===== src/logic/acfg_defines.svh =====
// register offsets, fields, reset values and counts of the configuration bank
`ifndef ACFG_DEFINES_SVH
`define ACFG_DEFINES_SVH

`define ACFG_ADDR_W            4
`define ACFG_ADDR_IDENT        4'h0
`define ACFG_ADDR_CONV         4'h1
`define ACFG_ADDR_INGAIN       4'h2
`define ACFG_ADDR_HPLO         4'h3
`define ACFG_ADDR_HPHI         4'h4

`define ACFG_RST_OFFSET        2'h0
`define ACFG_RST_CONV          8'h52
`define ACFG_RST_INGAIN        8'h08
`define ACFG_RST_HPLO          8'h32
`define ACFG_RST_HPHI          8'h03
`define ACFG_INGAIN_RW_MASK    8'h7f

`define ACFG_CONV_SYNC_BIT     7
`define ACFG_CONV_MODE_BIT     6
`define ACFG_CONV_RATE_HI      5
`define ACFG_CONV_RATE_LO      3
`define ACFG_CONV_PHASE_BIT    2
`define ACFG_CONV_FILT_HI      1
`define ACFG_CONV_FILT_LO      0
`define ACFG_INGAIN_ROUTE_HI   6
`define ACFG_INGAIN_ROUTE_LO   4
`define ACFG_INGAIN_AMP_CHOPPING_EN_BIT   3
`define ACFG_INGAIN_GAIN_HI    2
`define ACFG_INGAIN_GAIN_LO    0

`define ACFG_OFFSET_OFF        2'h0
`define ACFG_OFFSET_RSVD       2'h1
`define ACFG_OFFSET_HIGH       2'h2
`define ACFG_OFFSET_LOW        2'h3
`define ACFG_OFFSET_HIGH_MV    7'h64
`define ACFG_OFFSET_LOW_MV     7'h4b

`define ACFG_RATE_BASE_SPS     13'h0fa
`define ACFG_RATE_MAX_CODE     3'h4
`define ACFG_FILT_RSVD         2'h0
`define ACFG_ROUTE_MAX_CODE    3'h4
`define ACFG_GAIN_MAX_CODE     3'h6

`define ACFG_GAP_READINGS      6'h3f

`endif


===== src/logic/acfg_pkg.sv =====
// types shared by the configuration bank modules
package acfg_pkg;

    typedef enum logic [1:0] {
        ACFG_RUN    = 2'b01,
        ACFG_SETTLE = 2'b10
    } acfg_state_t;

    typedef logic [7:0] acfg_byte_t;

endpackage : acfg_pkg


===== src/logic/acfg_restart_if.sv =====
// restart handshake between register bank and gap counter
`timescale 1ns/1ns
interface acfg_restart_if;
    logic       restart;
    logic       reading_tick;
    logic       settled;
    logic [5:0] gap_left;

    modport bank (output restart, output reading_tick, input settled, input gap_left);
    modport gap  (input restart, input reading_tick, output settled, output gap_left);
endinterface : acfg_restart_if


===== src/logic/acfg_restart_gap.sv =====
// counts the readings lost after a pipeline restart
`timescale 1ns/1ns
`include "acfg_defines.svh"
module acfg_restart_gap (
    // clock and reset
    input wire logic     sys_clk,
    input wire logic     reset_n,
    // link to the bank
    acfg_restart_if.gap  rif
);
    import acfg_pkg::*;

    acfg_state_t state_reg;
    logic [5:0]  count_reg;

    always_ff @(posedge sys_clk or negedge reset_n)
    begin
        if (!reset_n)
        begin
            state_reg <= ACFG_RUN;
            count_reg <= 6'h00;
        end
        else
        begin
            unique case (state_reg)
                ACFG_RUN:
                begin
                    if (rif.restart)
                    begin
                        state_reg <= ACFG_SETTLE;
                        count_reg <= `ACFG_GAP_READINGS;
                    end
                end
                ACFG_SETTLE:
                begin
                    if (rif.restart)
                        count_reg <= `ACFG_GAP_READINGS;
                    else if (rif.reading_tick)
                    begin
                        count_reg <= count_reg - 6'h01;
                        if (count_reg == 6'h01)
                            state_reg <= ACFG_RUN;
                    end
                end
            endcase
        end
    end

    assign rif.settled  = (state_reg == ACFG_RUN);
    assign rif.gap_left = count_reg;
endmodule : acfg_restart_gap


===== src/logic/acfg_bank.sv =====
// configuration register bank of the converter
// How it works
// - offset code 01 is reserved, 10 gives 100 mV over gain and 11 gives 75 mV over gain.
// - converter_config at 01h resets to 52h; bit 7 picks continuous sync, bit 6 picks high resolution.
// - rate_sel in bits 5:3 picks 250, 500, 1000, 2000 or 4000 samples per second.
// - input_gain_config at 02h resets to 08h, bit 3 enables chopping, bit 7 is held at zero.
// - gain_sel in bits 2:0 sets gain to two to the power of the code for codes 0 to 6; code 7 gives zero.
// - hp_corner_low at 03h is read-write, resets to 32h and forms corner bits 7:0.
// - any write to addresses 00h to 04h restarts the pipeline and 63 readings are dropped; other addresses do not.
// - hp_corner_high at 04h resets to 03h and forms corner bits 15:8.
// - the offset code sits in bits 1:0 of address 00h and resets to 00.
`timescale 1ns/1ns
`include "acfg_defines.svh"
module acfg_bank #(
    parameter logic [3:0] IDENT_CODE = 4'h5 // arbitrary value
) (
    // clock and reset
    input  wire logic                     sys_clk,
    input  wire logic                     reset_n,
    // register access port
    input  wire logic                     reg_wr_en,
    input  wire logic                     reg_rd_en,
    input  wire logic [3:0]               reg_addr,
    input  wire acfg_pkg::acfg_byte_t     reg_wr_data,
    output acfg_pkg::acfg_byte_t          reg_rd_data,
    output logic                          reg_rd_valid,
    // datapath timing
    input  wire logic                     reading_tick,
    output logic                          data_valid,
    output logic                          pipeline_restart,
    // converter controls
    output logic                          sync_continuous,
    output logic                          high_res_mode,
    output logic [2:0]                    rate_sel,
    output logic [12:0]                   rate_sps,
    output logic                          fir_min_phase,
    output logic [1:0]                    filter_chain_sel,
    output logic                          hp_filter_en,
    output logic                          lp_filter_en,
    // input and gain controls
    output logic [2:0]                    input_route_sel,
    output logic                          amp_chopping_en,
    output logic [2:0]                    gain_sel,
    output logic [6:0]                    gain_value,
    output logic [15:0]                   hp_corner,
    // offset injection
    output logic [1:0]                    offset_sel,
    output logic                          offset_inject_en,
    output logic [6:0]                    offset_mv,
    output logic [2:0]                    offset_shift,
    // reserved code written
    output logic                          reserved_code
);
    import acfg_pkg::*;

    logic [1:0]  offset_reg;
    acfg_byte_t  conv_reg;
    acfg_byte_t  ingain_reg;
    acfg_byte_t  hplo_reg;
    acfg_byte_t  hphi_reg;
    acfg_byte_t  rd_next;
    logic        hit;
    logic        dv_reg;
    logic        rate_rsvd;
    logic        filt_rsvd;
    logic        route_rsvd;
    logic        gain_rsvd;
    logic        offset_rsvd;

    acfg_restart_if rif ();

    acfg_restart_gap u_gap (
        .sys_clk (sys_clk),
        .reset_n (reset_n),
        .rif     (rif)
    );

    assign hit = (reg_addr <= `ACFG_ADDR_HPHI);

    // register writes
    always_ff @(posedge sys_clk or negedge reset_n)
    begin
        if (!reset_n)
        begin
            offset_reg <= `ACFG_RST_OFFSET;
            conv_reg   <= `ACFG_RST_CONV;
            ingain_reg <= `ACFG_RST_INGAIN;
            hplo_reg   <= `ACFG_RST_HPLO;
            hphi_reg   <= `ACFG_RST_HPHI;
        end
        else if (reg_wr_en)
        begin
            unique case (reg_addr)
                `ACFG_ADDR_IDENT:  offset_reg <= reg_wr_data[1:0];
                `ACFG_ADDR_CONV:   conv_reg   <= reg_wr_data;
                `ACFG_ADDR_INGAIN: ingain_reg <= reg_wr_data & `ACFG_INGAIN_RW_MASK;
                `ACFG_ADDR_HPLO:   hplo_reg   <= reg_wr_data;
                `ACFG_ADDR_HPHI:   hphi_reg   <= reg_wr_data;
                default:           ;
            endcase
        end
    end

    // restart on any mapped write
    assign rif.restart      = reg_wr_en && hit;
    assign rif.reading_tick = reading_tick;
    assign pipeline_restart = rif.restart;

    always_ff @(posedge sys_clk or negedge reset_n)
    begin
        if (!reset_n)
            dv_reg <= 1'b1;
        else
            dv_reg <= rif.settled && !rif.restart;
    end
    assign data_valid = dv_reg;

    // read mux
    always_comb
    begin
        rd_next = 8'h00;
        unique case (reg_addr)
            `ACFG_ADDR_IDENT:  rd_next = {IDENT_CODE, 2'b00, offset_reg};
            `ACFG_ADDR_CONV:   rd_next = conv_reg;
            `ACFG_ADDR_INGAIN: rd_next = ingain_reg;
            `ACFG_ADDR_HPLO:   rd_next = hplo_reg;
            `ACFG_ADDR_HPHI:   rd_next = hphi_reg;
            default:           rd_next = 8'h00;
        endcase
    end

    always_ff @(posedge sys_clk or negedge reset_n)
    begin
        if (!reset_n)
        begin
            reg_rd_data  <= 8'h00;
            reg_rd_valid <= 1'b0;
        end
        else
        begin
            reg_rd_valid <= reg_rd_en;
            if (reg_rd_en)
                reg_rd_data <= rd_next;
        end
    end

    // converter fields
    assign sync_continuous  = conv_reg[`ACFG_CONV_SYNC_BIT];
    assign high_res_mode    = conv_reg[`ACFG_CONV_MODE_BIT];
    assign rate_sel         = conv_reg[`ACFG_CONV_RATE_HI:`ACFG_CONV_RATE_LO];

    // output rate per code, unlisted codes give zero
    always_comb
    begin
        rate_sps = 13'h0000;
        unique case (rate_sel)
            3'h0:    rate_sps = `ACFG_RATE_BASE_SPS;
            3'h1:    rate_sps = `ACFG_RATE_BASE_SPS << 1;
            3'h2:    rate_sps = `ACFG_RATE_BASE_SPS << 2;
            3'h3:    rate_sps = `ACFG_RATE_BASE_SPS << 3;
            3'h4:    rate_sps = `ACFG_RATE_BASE_SPS << 4;
            default: rate_sps = 13'h0000;
        endcase
    end

    assign fir_min_phase    = conv_reg[`ACFG_CONV_PHASE_BIT];
    assign filter_chain_sel = conv_reg[`ACFG_CONV_FILT_HI:`ACFG_CONV_FILT_LO];
    assign lp_filter_en     = filter_chain_sel[1];
    assign hp_filter_en     = (filter_chain_sel == 2'b11);

    // input and gain fields
    assign input_route_sel  = ingain_reg[`ACFG_INGAIN_ROUTE_HI:`ACFG_INGAIN_ROUTE_LO];
    assign amp_chopping_en  = ingain_reg[`ACFG_INGAIN_AMP_CHOPPING_EN_BIT];
    assign gain_sel         = ingain_reg[`ACFG_INGAIN_GAIN_HI:`ACFG_INGAIN_GAIN_LO];

    // amplifier gain per code, unlisted code gives zero
    always_comb
    begin
        gain_value = 7'h00;
        unique case (gain_sel)
            3'h0:    gain_value = 7'h01;
            3'h1:    gain_value = 7'h02;
            3'h2:    gain_value = 7'h04;
            3'h3:    gain_value = 7'h08;
            3'h4:    gain_value = 7'h10;
            3'h5:    gain_value = 7'h20;
            3'h6:    gain_value = 7'h40;
            default: gain_value = 7'h00;
        endcase
    end

    assign hp_corner        = {hphi_reg, hplo_reg};

    // offset injection, magnitude is offset_mv >> offset_shift
    assign offset_sel       = offset_reg;
    assign offset_inject_en = (offset_reg == `ACFG_OFFSET_HIGH) || (offset_reg == `ACFG_OFFSET_LOW);

    // offset magnitude before the gain shift
    always_comb
    begin
        offset_mv = 7'h00;
        unique case (offset_reg)
            `ACFG_OFFSET_OFF:  offset_mv = 7'h00;
            `ACFG_OFFSET_RSVD: offset_mv = 7'h00;
            `ACFG_OFFSET_HIGH: offset_mv = `ACFG_OFFSET_HIGH_MV;
            `ACFG_OFFSET_LOW:  offset_mv = `ACFG_OFFSET_LOW_MV;
        endcase
    end

    assign offset_shift     = gain_sel;

    // unlisted codes, one flag per field
    assign rate_rsvd        = (rate_sel > `ACFG_RATE_MAX_CODE);
    assign filt_rsvd        = (filter_chain_sel == `ACFG_FILT_RSVD);
    assign route_rsvd       = (input_route_sel > `ACFG_ROUTE_MAX_CODE);
    assign gain_rsvd        = (gain_sel > `ACFG_GAIN_MAX_CODE);
    assign offset_rsvd      = (offset_reg == `ACFG_OFFSET_RSVD);
    assign reserved_code    = rate_rsvd || filt_rsvd || route_rsvd || gain_rsvd || offset_rsvd;
endmodule : acfg_bank


===== config.mk =====
export PLATFORM = sky130hd
export DESIGN_NAME = acfg_bank
export DESIGN_NICKNAME = d
export VERILOG_FILES = /design/src/logic/acfg_pkg.sv /design/src/logic/acfg_restart_if.sv /design/src/logic/acfg_restart_gap.sv /design/src/logic/acfg_bank.sv
export VERILOG_INCLUDE_DIRS = /design/src /design/src/logic
export SDC_FILE = /design/constraint.sdc
export NUM_CORES = 1
export LEC_CHECK = 0
export ABC_AREA = 1
export BUFFER_PORTS_ARGS = -buffer_cell sky130_fd_sc_hd__buf_2
export CAP_MARGIN = 40
export CORE_UTILIZATION = 50
export DETAILED_ROUTE_END_ITERATION = 10
export MAX_ROUTING_LAYER = met4
export PLACE_DENSITY = 0.84
export SLEW_MARGIN = 20
export SYNTH_ARGS = -nofsm -noshare
export SYNTH_HDL_FRONTEND = slang
export SYNTH_SLANG_ARGS = --single-unit

===== constraint.sdc =====
create_clock -name sys_clk -period 1.65 [get_ports sys_clk]
set_input_delay 0.4125 -clock sys_clk [delete_from_list [all_inputs] [get_ports sys_clk]]
set_output_delay 0.4125 -clock sys_clk [all_outputs]
set_load 0.005 [all_outputs]

# Word level (Yosys, flattened, before mapping)
# Index checks and enable logic that the tools add are counted.
[totals] ff_bits=51 latchBits=0 ram_bits=0 mem_bits_ro=0 output_inout_bits=78 n_memories=0
[classes] add_sub_neg=1 mul=0 div_mod_pow=0 magnitude_cmp=4 n_eq_ne=26 shift=0 n_mux=13 bitwise_logic=0 n_reduce_logical=21
[ops] operator="$pmux W12 S5" n=1
[ops] operator="$pmux W7 S7" n=1
[ops] operator="$pmux W8 S5" n=1
[ops] operator="$pmux W7 S3" n=1
[ops] operator="$mux W6" n=3
[ops] operator="$eq A3 B2 Y1 const B" n=4
[ops] operator="$eq A3 B3 Y1 const B" n=4
[ops] operator="$pmux W6 S2" n=1
[ops] operator="$reduce_and A2 Y1" n=6
[ops] operator="$gt A3 B3 Y1 const B" n=3
[ops] operator="$eq A2 B2 Y1 const B" n=4
[ops] operator="$eq A4 B2 Y1 const B" n=2
[ops] operator="$mux W2" n=4
[ops] operator="$eq A3 B1 Y1 const B" n=2
[ops] operator="$eq A6 B1 Y1 const B" n=1
[ops] operator="$logic_not A3 Y1" n=2
[ops] operator="$ne A2 B2 Y1 const B" n=3
[ops] operator="$sub A6 B1 Y6 const B" n=1
[ops] operator="$logic_or A1 B1 Y1" n=5
[ops] operator="$eq A2 B1 Y1 const B" n=2
[ops] operator="$eq A4 B1 Y1 const B" n=1
[ops] operator="$eq A4 B3 Y1 const B" n=1
[ops] operator="$le A4 B3 Y1 const B" n=1
[ops] operator="$logic_not A2 Y1" n=2
[ops] operator="8 further kinds" n=9

# Depth between registers and ports, before layout
[logic_depth] word_depth=5 mapped_depth=8 depth_no_buf=8

# By module
# Synthesis repeated with hierarchy kept, for this count alone.
[hier_totals] cells_unflattened=350 hier_area_um2=2851.5
[modules_own_cells] mod="acfg_bank" instances=1 cells_per_inst=283 area_per_inst_um2=2372.3 seq_area_each_um2=1088.5
[modules_own_cells] mod="acfg_restart_gap" instances=1 cells_per_inst=67 area_per_inst_um2=479.2 seq_area_each_um2=201.4

# Worst setup path before layout
# OpenSTA, ideal clock, no wires.
[synth_timing] path_type="reg2out" startpoint="register conv_reg[4]" endpoint="output rate_sps[8]" t_arrival_ns=1.220 t_required_ns=1.237 path_slack_ns=0.018 path_stages_with_launch=6 path_cell_list="dfstp_2 buf_2 nor2_1 inv_1 o21ai_1 or3_1"
[synth_via] elab_chain_len=2
[synth_lines] element="start: declaration" line_no="acfg_bank.sv:57" text="acfg_byte_t conv_reg;"
[synth_lines] element="start signal: assignment" line_no="acfg_bank.sv:86" text="conv_reg <= `ACFG_RST_CONV;"
[synth_lines] element="start signal: assignment" line_no="acfg_bank.sv:95" text="`ACFG_ADDR_CONV: conv_reg <= reg_wr_data;"
[synth_lines] element="$eq A3 B3 Y1, or another cell as far along" line_no="acfg_bank.sv:156" text="unique case (rate_sel)"
[synth_lines] element="$pmux W12 S5 *" line_no="acfg_bank.sv:156"
[synth_lines] element="end: declaration" line_no="acfg_bank.sv:35" text="output logic [12:0] rate_sps,"
# Mark *: on every way between the ends. The rest lies on a longest branch, timed or not.

# Worst setup path after layout
# Same ends and word-level chain as after synthesis.

==> results.json <==
{
  "drcViolationCount": 0,
  "place.gp.congestion": 0.937,
  "dp_cells": 501,
  "setup_slack_ps": -294,
  "numCtsBuffers": 5,
  "grt_max_degree": 52,
  "grt-ovfl-total": 0,
  "ios": 95,
  "ys_seq_area_frac": 0.460,
  "insertedDiodeCount": 0,
  "hold_violations": 0,
  "setup_viol": 6,
  "hpwlAfterDp_um": 5000,
  "ant_nets": 0,
  "rsz0062_at_grt": "true",
  "wl_per_cell_um": 13.0,
  "clockBufferDepth": 2,
  "dr.first_iter.drc_count": 176,
  "hold_class": "primary input to asynchronous set/reset pin",
  "clkTransAtPathRegs_ps": 90,
  "rows": 26,
  "vdd_drop_max_mv": 0.616,
  "cts-htree-levels": 2,
  "skew_ps": 10.7,
  "totalWireLength_um": 6690,
  "clock_latency_ps": 310,
  "synth_cell_types": 27,
  "grt_pass1_vias": 2383,
  "vias": 2610,
  "violations": "negative setup slack",
  "final_max_slew_viol_count": 0,
  "period_minus_slack_ps": 1940,
  "final_cells": 515,
  "end_kind": "primary output",
  "ys_warn_count": 0,
  "synth_seq_cells": 51,
  "cp_data_arrival_time_ps": 1530,
  "grt_pass1_wl_um": 11400,
  "port_buffers": 91,
  "worstPathMaxFanout": 3,
  "max_freq_mhz": 515,
  "final_cell_mix": "nand2_1 (91), buf_2 (90), inv_1 (36), dfrtp_1 (36), nand3_1 (34)",
  "syn_inst": 350,
  "die_w_um": 76.9,
  "antenna_found_initial": 0,
  "core_area_um2": 5270,
  "initial_utilization": 0.533,
  "postSynthAreaPerCell_um2": 8.02,
  "outcome": "finished with violations",
  "syn_area_um2": 2810,
  "crit_type": "flip-flop to primary output",
  "dieArea_um2": 5920,
  "start_kind": "flip-flop",
  "final_common_cell": "nand2_1",
  "cts.sinks": 51,
  "period_share": 1.18,
  "area_growth_pct": 24.3,
  "drv_cap": 0,
  "viasPerCell": 5.07,
  "leakagePower_nw": 1.94,
  "cp_data_required_time_ps": 1240,
  "cts_root_buffer": "clkbuf_8",
  "power_density_nw_per_um2": 1100,
  "fin_tns_setup_ps": -787,
  "grt_usage": 0.253,
  "die_h_um": 76.9,
  "cts_tree": "done",
  "final_layout_size_suffix_gt1_frac": 0.404,
  "nets": 463,
  "first_pass_iters": 4
}
==> through the flow <==
stage | setup slack [ps] | total power [mW] | instance area (um2) | hold WS (ps) | utilization
2_1_floorplan | 17.6 | 2.42 | 2810 | 117 | -
3_3_place_gp | 79.5 | 2.87 | 3310 | 420 | 0.628
3_5_place_dp | 22.8 | 2.91 | 3310 | 425 | 0.628
4_1_cts | -287 | 3.80 | 3450 | 87.7 | 0.654
5_1_grt | -352 | 4.11 | 3490 | 86.2 | 0.662
6_report | -294 | 3.84 | 3490 | 76.0 | 0.662
==> critical path, stage by stage, from the launching register on <==
cell,delay [ps]
dfstp_2,560
nor2_2,60
inv_2,60
o21ai_2,60
or3_4,370
buf_6,120
==> path summary, 6_finish.rpt <==
check / startpoint / to / slack, ps / cells after the start
max: conv_reg[4] / rate_sps[8] / -290 / 5
min: reset_n / reg_rd_data[2] / 80 / 2
max reg2reg: u_gap.state_reg[0] / u_gap.rif.gap_left[1] / 440 / 6
min reg2reg: reg_rd_data[1] / reg_rd_data[1] / 480 / 2
max in group asynchronous: reset_n / u_gap.state_reg[0] / 1280 / 2
min in group sys_clk: reg_rd_en / reg_rd_valid / 340 / 1
==> routing by layer <==
| layer | GRT usage | part of all wire | vias to the layer above |
|---|---|---|---|
| met5 | - | 0 | - |
| met4 | 0.0942 | 0.026 | 0 |
| met3 | 0.0476 | 0.049 | 14 |
| met2 | 0.396 | 0.48 | 85 |
| met1 | 0.325 | 0.44 | 1220 |
| li1 | - | - | 1291 |
==> synthesized netlist by cell type <==
library cell | instances | area share
nand2_1 | 91 | 0.12
dfrtp_1 | 40 | 0.36
inv_1 | 37 | 0.049
nand3_1 | 34 | 0.061
nor2_1 | 30 | 0.040
o21ai_2 | 25 | 0.078
buf_4 | 12 | 0.032
dfstp_2 | 11 | 0.10
o21ai_0 | 11 | 0.020
o21ai_1 | 9 | 0.016
nor3_1 | 7 | 0.012
inv_2 | 6 | 0.0080
clkbuf_1 | 5 | 0.0067
buf_2 | 4 | 0.0071
nand2_2 | 4 | 0.0089
nor2_4 | 4 | 0.016
buf_6 | 3 | 0.012
nand3_2 | 3 | 0.011
a21oi_1 | 2 | 0.0036
ha_1 | 2 | 0.0089
nand4_1 | 2 | 0.0045
or3_1 | 2 | 0.0045
xor2_1 | 2 | 0.0062
conb_1 | 1 | 0.0013
nor2_2 | 1 | 0.0022
nor3_2 | 1 | 0.0036
o21ai_4 | 1 | 0.0058
==> layout make-up <==
type                       instances  area [um2]
clock inverter                     1        30.0
fill                             451        1780
clock buffer                       7        76.3
multi-input combinational        234        1210
sequential                        51        1290
tap                               70        87.6
timing repair buffer             109         626
inverter                          43         161
==> logic make-up after synthesis <==
group | count (synthesis) | share of synthesized area
simple gates | 179 | 0.285
other cells | 1 | 0.00134
fa+ha+maj | 2 | 0.00892
flops | 51 | 0.460
xor+xnor | 2 | 0.00624
compound gates | 48 | 0.123
buf+inv | 67 | 0.115
==> where the power goes <==
part / switching [mW] / internal, mW / total (mW) / leakage [nW]
combinational: 0.664 / 0.584 / 1.25 / 1.28
sequential: 0.224 / 1.52 / 1.74 / 0.607
clock: 0.391 / 0.454 / 0.845 / 0.0524
total: 1.28 / 2.56 / 3.84 / 1.94
==> repair_timing <==
item / CTS / global route
resized for setup: 5 / 6
hold buffers: 0 / 0
pin swaps: 1 / 2
buffers inserted: 3 / 3
endpoints found under the setup margin: 9 / 17
(Power assumes the default switching activity.)
